==> src/rtl/scc_pkg.sv <==
// Purpose: Constants for the sensor channel configuration register.
// Assumes: 10 MHz device clock, 16-bit register word.
// Notes:   Field positions, codes and timing counts live here, except the channel sequence table in scc_config_reg.
package scc_pkg;

  localparam int unsigned CLK_HZ = 10_000_000;
  localparam logic [3:0]  REG_OFFSET = 4'h1;
  localparam logic [15:0] REG_RESET  = 16'h0000;

  localparam int unsigned ANGLE_LSB = 14;
  localparam int unsigned SLEEP_LSB = 10;
  localparam int unsigned CHSEL_LSB = 6;
  localparam int unsigned ZRNG_LSB  = 4;
  localparam int unsigned YRNG_LSB  = 2;
  localparam int unsigned XRNG_LSB  = 0;

  localparam logic [2:0] MODE_DUTY_CYCLE = 3'h4;
  localparam logic [2:0] MODE_INTERVAL   = 3'h2;

  localparam logic [1:0] ANGLE_OFF = 2'h0;
  localparam logic [1:0] ANGLE_XY  = 2'h1;
  localparam logic [1:0] ANGLE_YZ  = 2'h2;
  localparam logic [1:0] ANGLE_XZ  = 2'h3;

  localparam logic [1:0] RANGE_MID  = 2'h0;
  localparam logic [1:0] RANGE_LOW  = 2'h1;
  localparam logic [1:0] RANGE_HIGH = 2'h2;
  localparam logic [1:0] RANGE_BAD  = 2'h3;

  localparam logic [3:0] SLEEP_LAST = 4'h9;

  // Axis codes used in sample sequences.
  localparam logic [1:0] AX_X = 2'h0;
  localparam logic [1:0] AX_Y = 2'h1;
  localparam logic [1:0] AX_Z = 2'h2;

  localparam int unsigned SEQ_MAX = 6;

  // Sleep interval in milliseconds per code, then converted to cycles.
  function automatic int unsigned sleep_ms(input logic [3:0] code);
    case (code)
      4'h0:    sleep_ms = 1;
      4'h1:    sleep_ms = 5;
      4'h2:    sleep_ms = 10;
      4'h3:    sleep_ms = 15;
      4'h4:    sleep_ms = 20;
      4'h5:    sleep_ms = 30;
      4'h6:    sleep_ms = 50;
      4'h7:    sleep_ms = 100;
      4'h8:    sleep_ms = 500;
      4'h9:    sleep_ms = 1000;
      default: sleep_ms = 1;
    endcase
  endfunction

  localparam int unsigned CYC_PER_MS = CLK_HZ / 1000;

endpackage

==> src/rtl/scc_config_reg.sv <==
// Purpose: Sensor channel configuration register and its field decoders.
// Assumes: Register port is synchronous to clk_i; conv_start_i pulses
//          once per conversion from the conversion engine.
// Notes:   Decoded fields are captured at conversion start so that a
//          write never disturbs a conversion in progress.
`timescale 1ns/1ps
`default_nettype none

// Functional notes
// - Angle select picks off, XY, YZ or XZ.
// - Sleep codes 0-9 give 1 to 1000 ms.
// - Sleep codes A-F behave as code zero.
// - Sleep interval applies only in interval mode.
// - Channel codes 0-7 are per-axis X,Y,Z mask.
// - Codes 8-D are three-sample axis sequences.
// - Code E five samples, code F six samples.
// - Three two-bit range selectors, Z,Y,X.
// - Range codes 0 mid, 1 low, 2 high.
// - Range code 3 behaves as code zero.
// - Register at offset one, resets to zero.
// - Operating mode four enters duty-cycled mode.
module scc_config_reg #(
  parameter int unsigned SLEEP_MS_SCALE = scc_pkg::CYC_PER_MS
) (
  input  wire  logic        clk_i,
  input  wire  logic        arst_n_i,
  input  wire  logic [3:0]  reg_addr_i,
  input  wire  logic        reg_wr_i,
  input  wire  logic [15:0] reg_wdata_i,
  output logic [15:0]       reg_rdata_o,
  input  wire  logic [2:0]  operating_mode_i,
  input  wire  logic        conv_start_i,
  output logic              duty_cycle_o,
  output logic [1:0]        angle_sel_o,
  output logic              angle_en_o,
  output logic [31:0]       sleep_cycles_o,
  output logic              sleep_apply_o,
  output logic [2:0]        seq_len_o,
  output logic [11:0]       seq_axes_o,
  output logic [1:0]        x_range_o,
  output logic [1:0]        y_range_o,
  output logic [1:0]        z_range_o
);

  typedef struct packed {
    logic [2:0]  len;
    logic [11:0] axes;
  } scc_seq_t;

  // Range code three is unused and behaves as the default middle range.
  function automatic logic [1:0] fix_range(input logic [1:0] code);
    fix_range = (code == scc_pkg::RANGE_BAD) ? scc_pkg::RANGE_MID
                                             : code;
  endfunction

  // Unused sleep codes fall back to code zero rather than saturating.
  function automatic logic [3:0] fix_sleep(input logic [3:0] code);
    fix_sleep = (code > scc_pkg::SLEEP_LAST) ? 4'h0 : code;
  endfunction

  // The product is cut to 32 bits; the longest interval fits easily.
  function automatic logic [31:0] sleep_cycles(input logic [3:0] code);
    sleep_cycles = 32'(scc_pkg::sleep_ms(fix_sleep(code))
                       * SLEEP_MS_SCALE);
  endfunction

  // Packs a sample sequence, first sample in the low two bits.
  // Slots past the length hold the X code, which is zero.
  function automatic scc_seq_t pack_seq(input logic [2:0] len,
                                        input logic [1:0] s0,
                                        input logic [1:0] s1,
                                        input logic [1:0] s2,
                                        input logic [1:0] s3,
                                        input logic [1:0] s4,
                                        input logic [1:0] s5);
    pack_seq.len  = len;
    pack_seq.axes = {s5, s4, s3, s2, s1, s0};
  endfunction

  function automatic scc_seq_t decode_seq(input logic [3:0] code);
    case (code)
      4'h0: decode_seq = pack_seq(3'h0, scc_pkg::AX_X, scc_pkg::AX_X,
                                  scc_pkg::AX_X, scc_pkg::AX_X,
                                  scc_pkg::AX_X, scc_pkg::AX_X);
      4'h1: decode_seq = pack_seq(3'h1, scc_pkg::AX_X, scc_pkg::AX_X,
                                  scc_pkg::AX_X, scc_pkg::AX_X,
                                  scc_pkg::AX_X, scc_pkg::AX_X);
      4'h2: decode_seq = pack_seq(3'h1, scc_pkg::AX_Y, scc_pkg::AX_X,
                                  scc_pkg::AX_X, scc_pkg::AX_X,
                                  scc_pkg::AX_X, scc_pkg::AX_X);
      4'h3: decode_seq = pack_seq(3'h2, scc_pkg::AX_X, scc_pkg::AX_Y,
                                  scc_pkg::AX_X, scc_pkg::AX_X,
                                  scc_pkg::AX_X, scc_pkg::AX_X);
      4'h4: decode_seq = pack_seq(3'h1, scc_pkg::AX_Z, scc_pkg::AX_X,
                                  scc_pkg::AX_X, scc_pkg::AX_X,
                                  scc_pkg::AX_X, scc_pkg::AX_X);
      4'h5: decode_seq = pack_seq(3'h2, scc_pkg::AX_X, scc_pkg::AX_Z,
                                  scc_pkg::AX_X, scc_pkg::AX_X,
                                  scc_pkg::AX_X, scc_pkg::AX_X);
      4'h6: decode_seq = pack_seq(3'h2, scc_pkg::AX_Y, scc_pkg::AX_Z,
                                  scc_pkg::AX_X, scc_pkg::AX_X,
                                  scc_pkg::AX_X, scc_pkg::AX_X);
      4'h7: decode_seq = pack_seq(3'h3, scc_pkg::AX_X, scc_pkg::AX_Y,
                                  scc_pkg::AX_Z, scc_pkg::AX_X,
                                  scc_pkg::AX_X, scc_pkg::AX_X);
      4'h8: decode_seq = pack_seq(3'h3, scc_pkg::AX_X, scc_pkg::AX_Y,
                                  scc_pkg::AX_X, scc_pkg::AX_X,
                                  scc_pkg::AX_X, scc_pkg::AX_X);
      4'h9: decode_seq = pack_seq(3'h3, scc_pkg::AX_Y, scc_pkg::AX_X,
                                  scc_pkg::AX_Y, scc_pkg::AX_X,
                                  scc_pkg::AX_X, scc_pkg::AX_X);
      4'hA: decode_seq = pack_seq(3'h3, scc_pkg::AX_Y, scc_pkg::AX_Z,
                                  scc_pkg::AX_Y, scc_pkg::AX_X,
                                  scc_pkg::AX_X, scc_pkg::AX_X);
      4'hB: decode_seq = pack_seq(3'h3, scc_pkg::AX_Z, scc_pkg::AX_Y,
                                  scc_pkg::AX_Z, scc_pkg::AX_X,
                                  scc_pkg::AX_X, scc_pkg::AX_X);
      4'hC: decode_seq = pack_seq(3'h3, scc_pkg::AX_Z, scc_pkg::AX_X,
                                  scc_pkg::AX_Z, scc_pkg::AX_X,
                                  scc_pkg::AX_X, scc_pkg::AX_X);
      4'hD: decode_seq = pack_seq(3'h3, scc_pkg::AX_X, scc_pkg::AX_Z,
                                  scc_pkg::AX_X, scc_pkg::AX_X,
                                  scc_pkg::AX_X, scc_pkg::AX_X);
      4'hE: decode_seq = pack_seq(3'h5, scc_pkg::AX_X, scc_pkg::AX_Y,
                                  scc_pkg::AX_Z, scc_pkg::AX_Y,
                                  scc_pkg::AX_X, scc_pkg::AX_X);
      default: decode_seq = pack_seq(3'h6, scc_pkg::AX_X, scc_pkg::AX_Y,
                                     scc_pkg::AX_Z, scc_pkg::AX_Z,
                                     scc_pkg::AX_Y, scc_pkg::AX_X);
    endcase
  endfunction

  // Reset values of the captured outputs are the decode of the reset word.
  localparam logic [1:0]  ANGLE_RESET =
    scc_pkg::REG_RESET[scc_pkg::ANGLE_LSB +: 2];
  localparam logic        ANGLE_EN_RESET =
    ANGLE_RESET != scc_pkg::ANGLE_OFF;
  localparam logic [31:0] SLEEP_RESET =
    sleep_cycles(scc_pkg::REG_RESET[scc_pkg::SLEEP_LSB +: 4]);
  localparam scc_seq_t    SEQ_RESET =
    decode_seq(scc_pkg::REG_RESET[scc_pkg::CHSEL_LSB +: 4]);
  localparam logic [1:0]  X_RANGE_RESET =
    fix_range(scc_pkg::REG_RESET[scc_pkg::XRNG_LSB +: 2]);
  localparam logic [1:0]  Y_RANGE_RESET =
    fix_range(scc_pkg::REG_RESET[scc_pkg::YRNG_LSB +: 2]);
  localparam logic [1:0]  Z_RANGE_RESET =
    fix_range(scc_pkg::REG_RESET[scc_pkg::ZRNG_LSB +: 2]);

  logic [15:0] cfg_word;
  logic [15:0] next_cfg_word;
  logic [1:0]  next_angle_sel;
  logic        next_angle_en;
  logic [31:0] next_sleep_cycles;
  scc_seq_t    next_seq;
  logic [1:0]  next_x_range;
  logic [1:0]  next_y_range;
  logic [1:0]  next_z_range;

  always_comb
  begin
    next_cfg_word = cfg_word;
    if (reg_wr_i && reg_addr_i == scc_pkg::REG_OFFSET)
    begin
      next_cfg_word = reg_wdata_i;
    end
  end

  always_ff @(posedge clk_i or negedge arst_n_i)
  begin
    if (!arst_n_i)
    begin
      cfg_word <= scc_pkg::REG_RESET;
    end
    else
    begin
      cfg_word <= next_cfg_word;
    end
  end

  // Reads are combinational so the host sees the word in the same cycle.
  always_comb
  begin
    reg_rdata_o = 16'h0000;
    if (reg_addr_i == scc_pkg::REG_OFFSET)
    begin
      reg_rdata_o = cfg_word;
    end
  end

  // Mode flags follow the mode input at once: the mode field lives in
  // another register and is not captured at conversion start here.
  always_comb
  begin
    sleep_apply_o = operating_mode_i == scc_pkg::MODE_INTERVAL;
    duty_cycle_o  = operating_mode_i == scc_pkg::MODE_DUTY_CYCLE;
  end

  // Every decoded group captures only at conversion start, so a write
  // between conversions never disturbs the one that is running. A write
  // in the same cycle as the start is already taken.
  always_comb
  begin
    next_angle_sel = angle_sel_o;
    next_angle_en  = angle_en_o;
    if (conv_start_i)
    begin
      next_angle_sel = next_cfg_word[scc_pkg::ANGLE_LSB +: 2];
      next_angle_en  = next_cfg_word[scc_pkg::ANGLE_LSB +: 2]
                       != scc_pkg::ANGLE_OFF;
    end
  end

  always_ff @(posedge clk_i or negedge arst_n_i)
  begin
    if (!arst_n_i)
    begin
      angle_sel_o <= ANGLE_RESET;
      angle_en_o  <= ANGLE_EN_RESET;
    end
    else
    begin
      angle_sel_o <= next_angle_sel;
      angle_en_o  <= next_angle_en;
    end
  end

  always_comb
  begin
    next_sleep_cycles = sleep_cycles_o;
    if (conv_start_i)
    begin
      next_sleep_cycles =
        sleep_cycles(next_cfg_word[scc_pkg::SLEEP_LSB +: 4]);
    end
  end

  always_ff @(posedge clk_i or negedge arst_n_i)
  begin
    if (!arst_n_i)
    begin
      sleep_cycles_o <= SLEEP_RESET;
    end
    else
    begin
      sleep_cycles_o <= next_sleep_cycles;
    end
  end

  always_comb
  begin
    next_seq = '{len: seq_len_o, axes: seq_axes_o};
    if (conv_start_i)
    begin
      next_seq = decode_seq(next_cfg_word[scc_pkg::CHSEL_LSB +: 4]);
    end
  end

  always_ff @(posedge clk_i or negedge arst_n_i)
  begin
    if (!arst_n_i)
    begin
      seq_len_o  <= SEQ_RESET.len;
      seq_axes_o <= SEQ_RESET.axes;
    end
    else
    begin
      seq_len_o  <= next_seq.len;
      seq_axes_o <= next_seq.axes;
    end
  end

  always_comb
  begin
    next_x_range = x_range_o;
    next_y_range = y_range_o;
    next_z_range = z_range_o;
    if (conv_start_i)
    begin
      next_z_range = fix_range(
                       next_cfg_word[scc_pkg::ZRNG_LSB +: 2]);
      next_y_range = fix_range(
                       next_cfg_word[scc_pkg::YRNG_LSB +: 2]);
      next_x_range = fix_range(
                       next_cfg_word[scc_pkg::XRNG_LSB +: 2]);
    end
  end

  always_ff @(posedge clk_i or negedge arst_n_i)
  begin
    if (!arst_n_i)
    begin
      x_range_o <= X_RANGE_RESET;
      y_range_o <= Y_RANGE_RESET;
      z_range_o <= Z_RANGE_RESET;
    end
    else
    begin
      x_range_o <= next_x_range;
      y_range_o <= next_y_range;
      z_range_o <= next_z_range;
    end
  end

endmodule // scc_config_reg

`default_nettype wire

==> config.mk <==
export PLATFORM = sky130hd
export DESIGN_NAME = scc_config_reg
export DESIGN_NICKNAME = d
export VERILOG_FILES = /design/src/rtl/scc_pkg.sv /design/src/rtl/scc_config_reg.sv
export SDC_FILE = /design/constraint.sdc
export NUM_CORES = 1
export LEC_CHECK = 0
export ABC_AREA = 0
export BUFFER_PORTS_ARGS = -buffer_cell sky130_fd_sc_hd__buf_2
export CAP_MARGIN = 0
export CORE_UTILIZATION = 55
export DETAILED_ROUTE_END_ITERATION = 6
export PLACE_DENSITY = 0.84
export SYNTH_ARGS = -nofsm -noshare
export SYNTH_HDL_FRONTEND = slang
export SYNTH_SLANG_ARGS = --single-unit
==> constraint.sdc <==
create_clock -name clk_i -period 6.26 [get_ports clk_i]
set_input_delay 1.252 -clock clk_i [delete_from_list [all_inputs] [get_ports clk_i]]
set_output_delay 1.252 -clock clk_i [all_outputs]
set_load 0.005 [all_outputs]
==> metrics.md <==
| Metric | Value |
|---|---|
| Total wirelength of the detailed-routed design | 11400 um |
| Maximum Capacitance Violations | 0 |
| Total number of H-tree levels | 3 |
| Transition time of the tightest slew-check pin | 0.718 ns |
| Final period util | 96.9% |
| Element type at the critical path end | register |
| Clk sinks | 57 |
| Count of flip-flops with a built-in enable after synthesis | 0 |
| Commonest cells after routing, fill and taps aside | sky130_fd_sc_hd__buf_2, sky130_fd_sc_hd__inv_1, sky130_fd_sc_hd__ha_1 |
| Number of buffers added by the clock tree synthesis step | 9 |
| Chip height | 93.4 um |
| Floorplan Core Area | 7890 um2 |
| Overflow left after global routing | 0 |
| Total power after layout | 2.85 mW |
| Routability-driven placement congestion ratio | 0.920 |
| Skew-Pair Late Insertion Delay | 0.36 ns |
| Biggest fanout along the worst timing path | 6 |
| Number of standard cells in the layout, taps in and fillers out | 712 |
| Total Die Area | 8730 um2 |
| DIE WIDTH | 93.4 um |
| Type of the setup path with the least slack | input port to register |
| # nets final | 708 |
| CTS Hold Bufs | 0 |
| Kind of start point of the critical path | input port |
| Area growth, synth to finish | 25.6% |
| Setup clock skew after layout | 0.0146 ns |
| Fraction of the mapped netlist area in compound gates | 16.8% |
| Main combinational cell family by area after synthesis | adder cells |
| Placed cell count | 692 |
| Initial core utilization | 58.3% |
| Post-detailed-route count of antenna-violating nets | 0 |
| Data required time at the worst endpoint | 6.49 ns |
| Cell chosen for the clock root | sky130_fd_sc_hd__clkbuf_8 |
| Number of slew-limit violations in the final report | 0 |
| Period minus WS final | 6.07 ns |
| Number of buffers on the longest clock path | 2 |
| Synthesized netlist cell count | 469 |
| XOR/XNOR Fraction of Synth Area | 1.33% |
| Number of global-route vias before repair | 3884 |
| Power per unit of standard cell area | 494 nW/um2 |
| I/O pin count | 101 |
| Maximum number of pins on one net before global-route repair | 58 |
| Peak supply drop | 0.000690 V |
| Share of flip-flops with an asynchronous set or reset | 100% |
| Classification of the worst-slack hold path | register to register |
| Register-to-Register Path Depth | 18 |
| Proportion of synthesized area in mux cells | 6.04% |
| Worst hold path stage count | 1 |
| ANT cells | 0 |
| DRT iter0 DRCs | 188 |
| Total via count in the routed design | 4004 |
| Total of endpoints with negative setup slack in the final report | 0 |
| Synthesized area divided by synthesized cell count | 9.80 um2 |
| CTS clk-pin slew, worst paths | 0.07 ns |
| Initial antenna violation count | 0 |
| Netlist area before placement | 4600 um2 |
| Fraction of final layout cells sized beyond drive strength 1 | 34.4% |
| Detailed Routing Iterations Pass 1 | 5 |
| Share of the yosys chip area belonging to registers | 31.2% |
| Flip-flop cell with the highest count after synthesis | sky130_fd_sc_hd__dfrtp_1 |
| Leakage power summed over all cells | 3.10 nW |
| Status | finished clean |
| Post-synthesis adder-cell area fraction | 23.1% |
| Half-perimeter wire length after placement | 8280 um |
| Relative slew slack | 52.1% |
| Drt drc | 0 |
| Post-Synth Simple-Gate Area | 12.3% |
| I/O Buffers | 86 |
| CP arrival | 6.30 ns |
| Overall Global Routing Usage | 27.6% |
| Wire length of the first global-routing pass | 18800 um |
| Max frequency | 0.165 GHz |
| Distinct cells, synth | 66 |
| Most frequent standard cell in the layout excluding fill and tap cells | sky130_fd_sc_hd__buf_2 |
| Row cnt | 32 |
| Total of flip-flops plus latches after synthesis | 57 |
| Per-cell via count in the routed design | 5.62 |
| Yosys warning total | 0 |
| Per-cell routed wire length | 16.0 um |
| Clock tree from TritonCTS | built |
| Final Hold Fails | 0 |
## cell usage after synthesis, types with 4 or more instances
cell type / number / area (um2)
sky130_fd_sc_hd__fa_1: 15 / 300
sky130_fd_sc_hd__a21o_1: 5 / 37.5
sky130_fd_sc_hd__dfrtp_1: 52 / 1300
sky130_fd_sc_hd__xnor2_1: 7 / 61.3
sky130_fd_sc_hd__nor2_1: 17 / 63.8
sky130_fd_sc_hd__a211oi_1: 10 / 75.1
sky130_fd_sc_hd__ha_1: 61 / 763
sky130_fd_sc_hd__nand2_1: 16 / 60.1
sky130_fd_sc_hd__nand3_1: 9 / 45.0
sky130_fd_sc_hd__nor3_1: 5 / 25.0
sky130_fd_sc_hd__a221oi_1: 4 / 35.0
sky130_fd_sc_hd__mux2_2: 22 / 248
sky130_fd_sc_hd__and2_1: 22 / 138
sky130_fd_sc_hd__buf_4: 15 / 113
sky130_fd_sc_hd__and3_1: 7 / 43.8
sky130_fd_sc_hd__o21ai_0: 13 / 65.1
sky130_fd_sc_hd__o21ai_1: 6 / 30.0
sky130_fd_sc_hd__inv_1: 59 / 221
sky130_fd_sc_hd__o2bb2ai_1: 6 / 52.6
sky130_fd_sc_hd__a21oi_1: 16 / 80.1
sky130_fd_sc_hd__a31oi_1: 8 / 50.1
sky130_fd_sc_hd__nor2b_1: 8 / 50.1
sky130_fd_sc_hd__dfstp_2: 5 / 131
sky130_fd_sc_hd__clkbuf_1: 8 / 30.0
sky130_fd_sc_hd__o21a_1: 4 / 30.0
## timing repair
item | in CTS | in global routing
endpoints found under the hold margin | 0 | 0
buffers inserted | 0 | 3
endpoints found under the setup margin | 0 | 8
gates resized for setup | 0 | 10
## final cells by class
| type | instances | area [um2] |
|---|---|---|
| Clock buffer | 9 | 124 |
| Clock inverter | 7 | 125 |
| Sequential cell | 57 | 1430 |
| Multi-Input combinational cell | 333 | 2880 |
| Tap cell | 102 | 128 |
| Inverter | 63 | 236 |
| Fill cell | 567 | 2110 |
| Timing Repair Buffer | 141 | 847 |
## path summary, 6_finish.rpt
path | start | slack (ns) | to
min in group asynchronous | arst_n_i | 1.01 | sleep_cycles_o[23]
hold / removal | sleep_cycles_o[24] | 0.49 | sleep_cycles_o[24]
setup / recovery | reg_addr_i[1] | 0.19 | sleep_cycles_o[18]
max in group asynchronous | arst_n_i | 4.73 | sleep_cycles_o[5]
hold reg to reg | sleep_cycles_o[24] | 0.49 | sleep_cycles_o[24]
setup reg to reg | cfg_word[13] | 1.14 | sleep_cycles_o[18]
## layer usage
| layer | part of all wire (%) | up-vias | GRT usage [%] |
|---|---|---|---|
| met5 | 0 | - | 0 |
| li1 | - | 1901 | - |
| met2 | 49 | 137 | 44.8 |
| met3 | 5.0 | 20 | 3.98 |
| met1 | 44 | 1946 | 37.6 |
| met4 | 2.0 | 0 | 9.62 |
## report_power, final
part | switching, mW | internal [mW] | leakage (nW)
sequential | 0.0536 | 0.486 | 0.705
clock | 0.178 | 0.269 | 0.124
combinational | 0.952 | 0.914 | 2.28
total | 1.18 | 1.67 | 3.10
## through the flow
step	instance area, um2	setup slack, ns	utilization (%)	hold WS (ns)	setup TNS [ns]
after floorplan	4690	0.0115	-	0.475	0
after global placement	5450	-0.0719	69.1	0.462	-0.0719
after detailed placement	5450	-0.237	69.1	0.468	-0.857
after CTS	5700	0.122	72.2	0.492	0
after global routing	5780	-0.0411	73.2	0.509	-0.0411
final	5780	0.192	73.2	0.486	0
## registers in the layout, summed over array words and instances (netlist names)
signal / count
angle_sel_o: 2
cfg_word: 16
seq_len_o: 3
seq_axes_o: 8
angle_en_o: 1
z_range_o: 2
x_range_o: 2
sleep_cycles_o: 21
y_range_o: 2
## cells by family after synthesis
| logic type | after synthesis |
|---|---|
| DFF | 57 |
| muxes | 25 |
| and+or+nand+nor | 102 |
| adders and majority gates | 76 |
| buffers and inverters | 92 |
| xor gates and xnor gates | 7 |
| other | 1 |
| AOI/OAI and AO/OA | 109 |
## worst max-delay path, stage by stage
cell	delay [ns]
sky130_fd_sc_hd__buf_2	0.12
sky130_fd_sc_hd__or4b_4	0.59
sky130_fd_sc_hd__nor3_4	0.18
sky130_fd_sc_hd__a21oi_2	0.07
sky130_fd_sc_hd__inv_2	0.09
sky130_fd_sc_hd__a21boi_4	0.06
sky130_fd_sc_hd__ha_2	0.20
sky130_fd_sc_hd__o22ai_4	0.20
sky130_fd_sc_hd__inv_1	0.09
sky130_fd_sc_hd__fa_1	0.51
sky130_fd_sc_hd__inv_1	0.05
sky130_fd_sc_hd__ha_1	0.28
sky130_fd_sc_hd__ha_1	0.27
sky130_fd_sc_hd__ha_1	0.28
sky130_fd_sc_hd__inv_1	0.05
sky130_fd_sc_hd__fa_1	0.51
sky130_fd_sc_hd__inv_1	0.05
sky130_fd_sc_hd__ha_2	0.20
sky130_fd_sc_hd__a211o_1	0.28
sky130_fd_sc_hd__o221a_2	0.30
sky130_fd_sc_hd__a211oi_2	0.23
sky130_fd_sc_hd__nor4_1	0.07
sky130_fd_sc_hd__or3b_1	0.36
(Power assumes the default switching activity.)
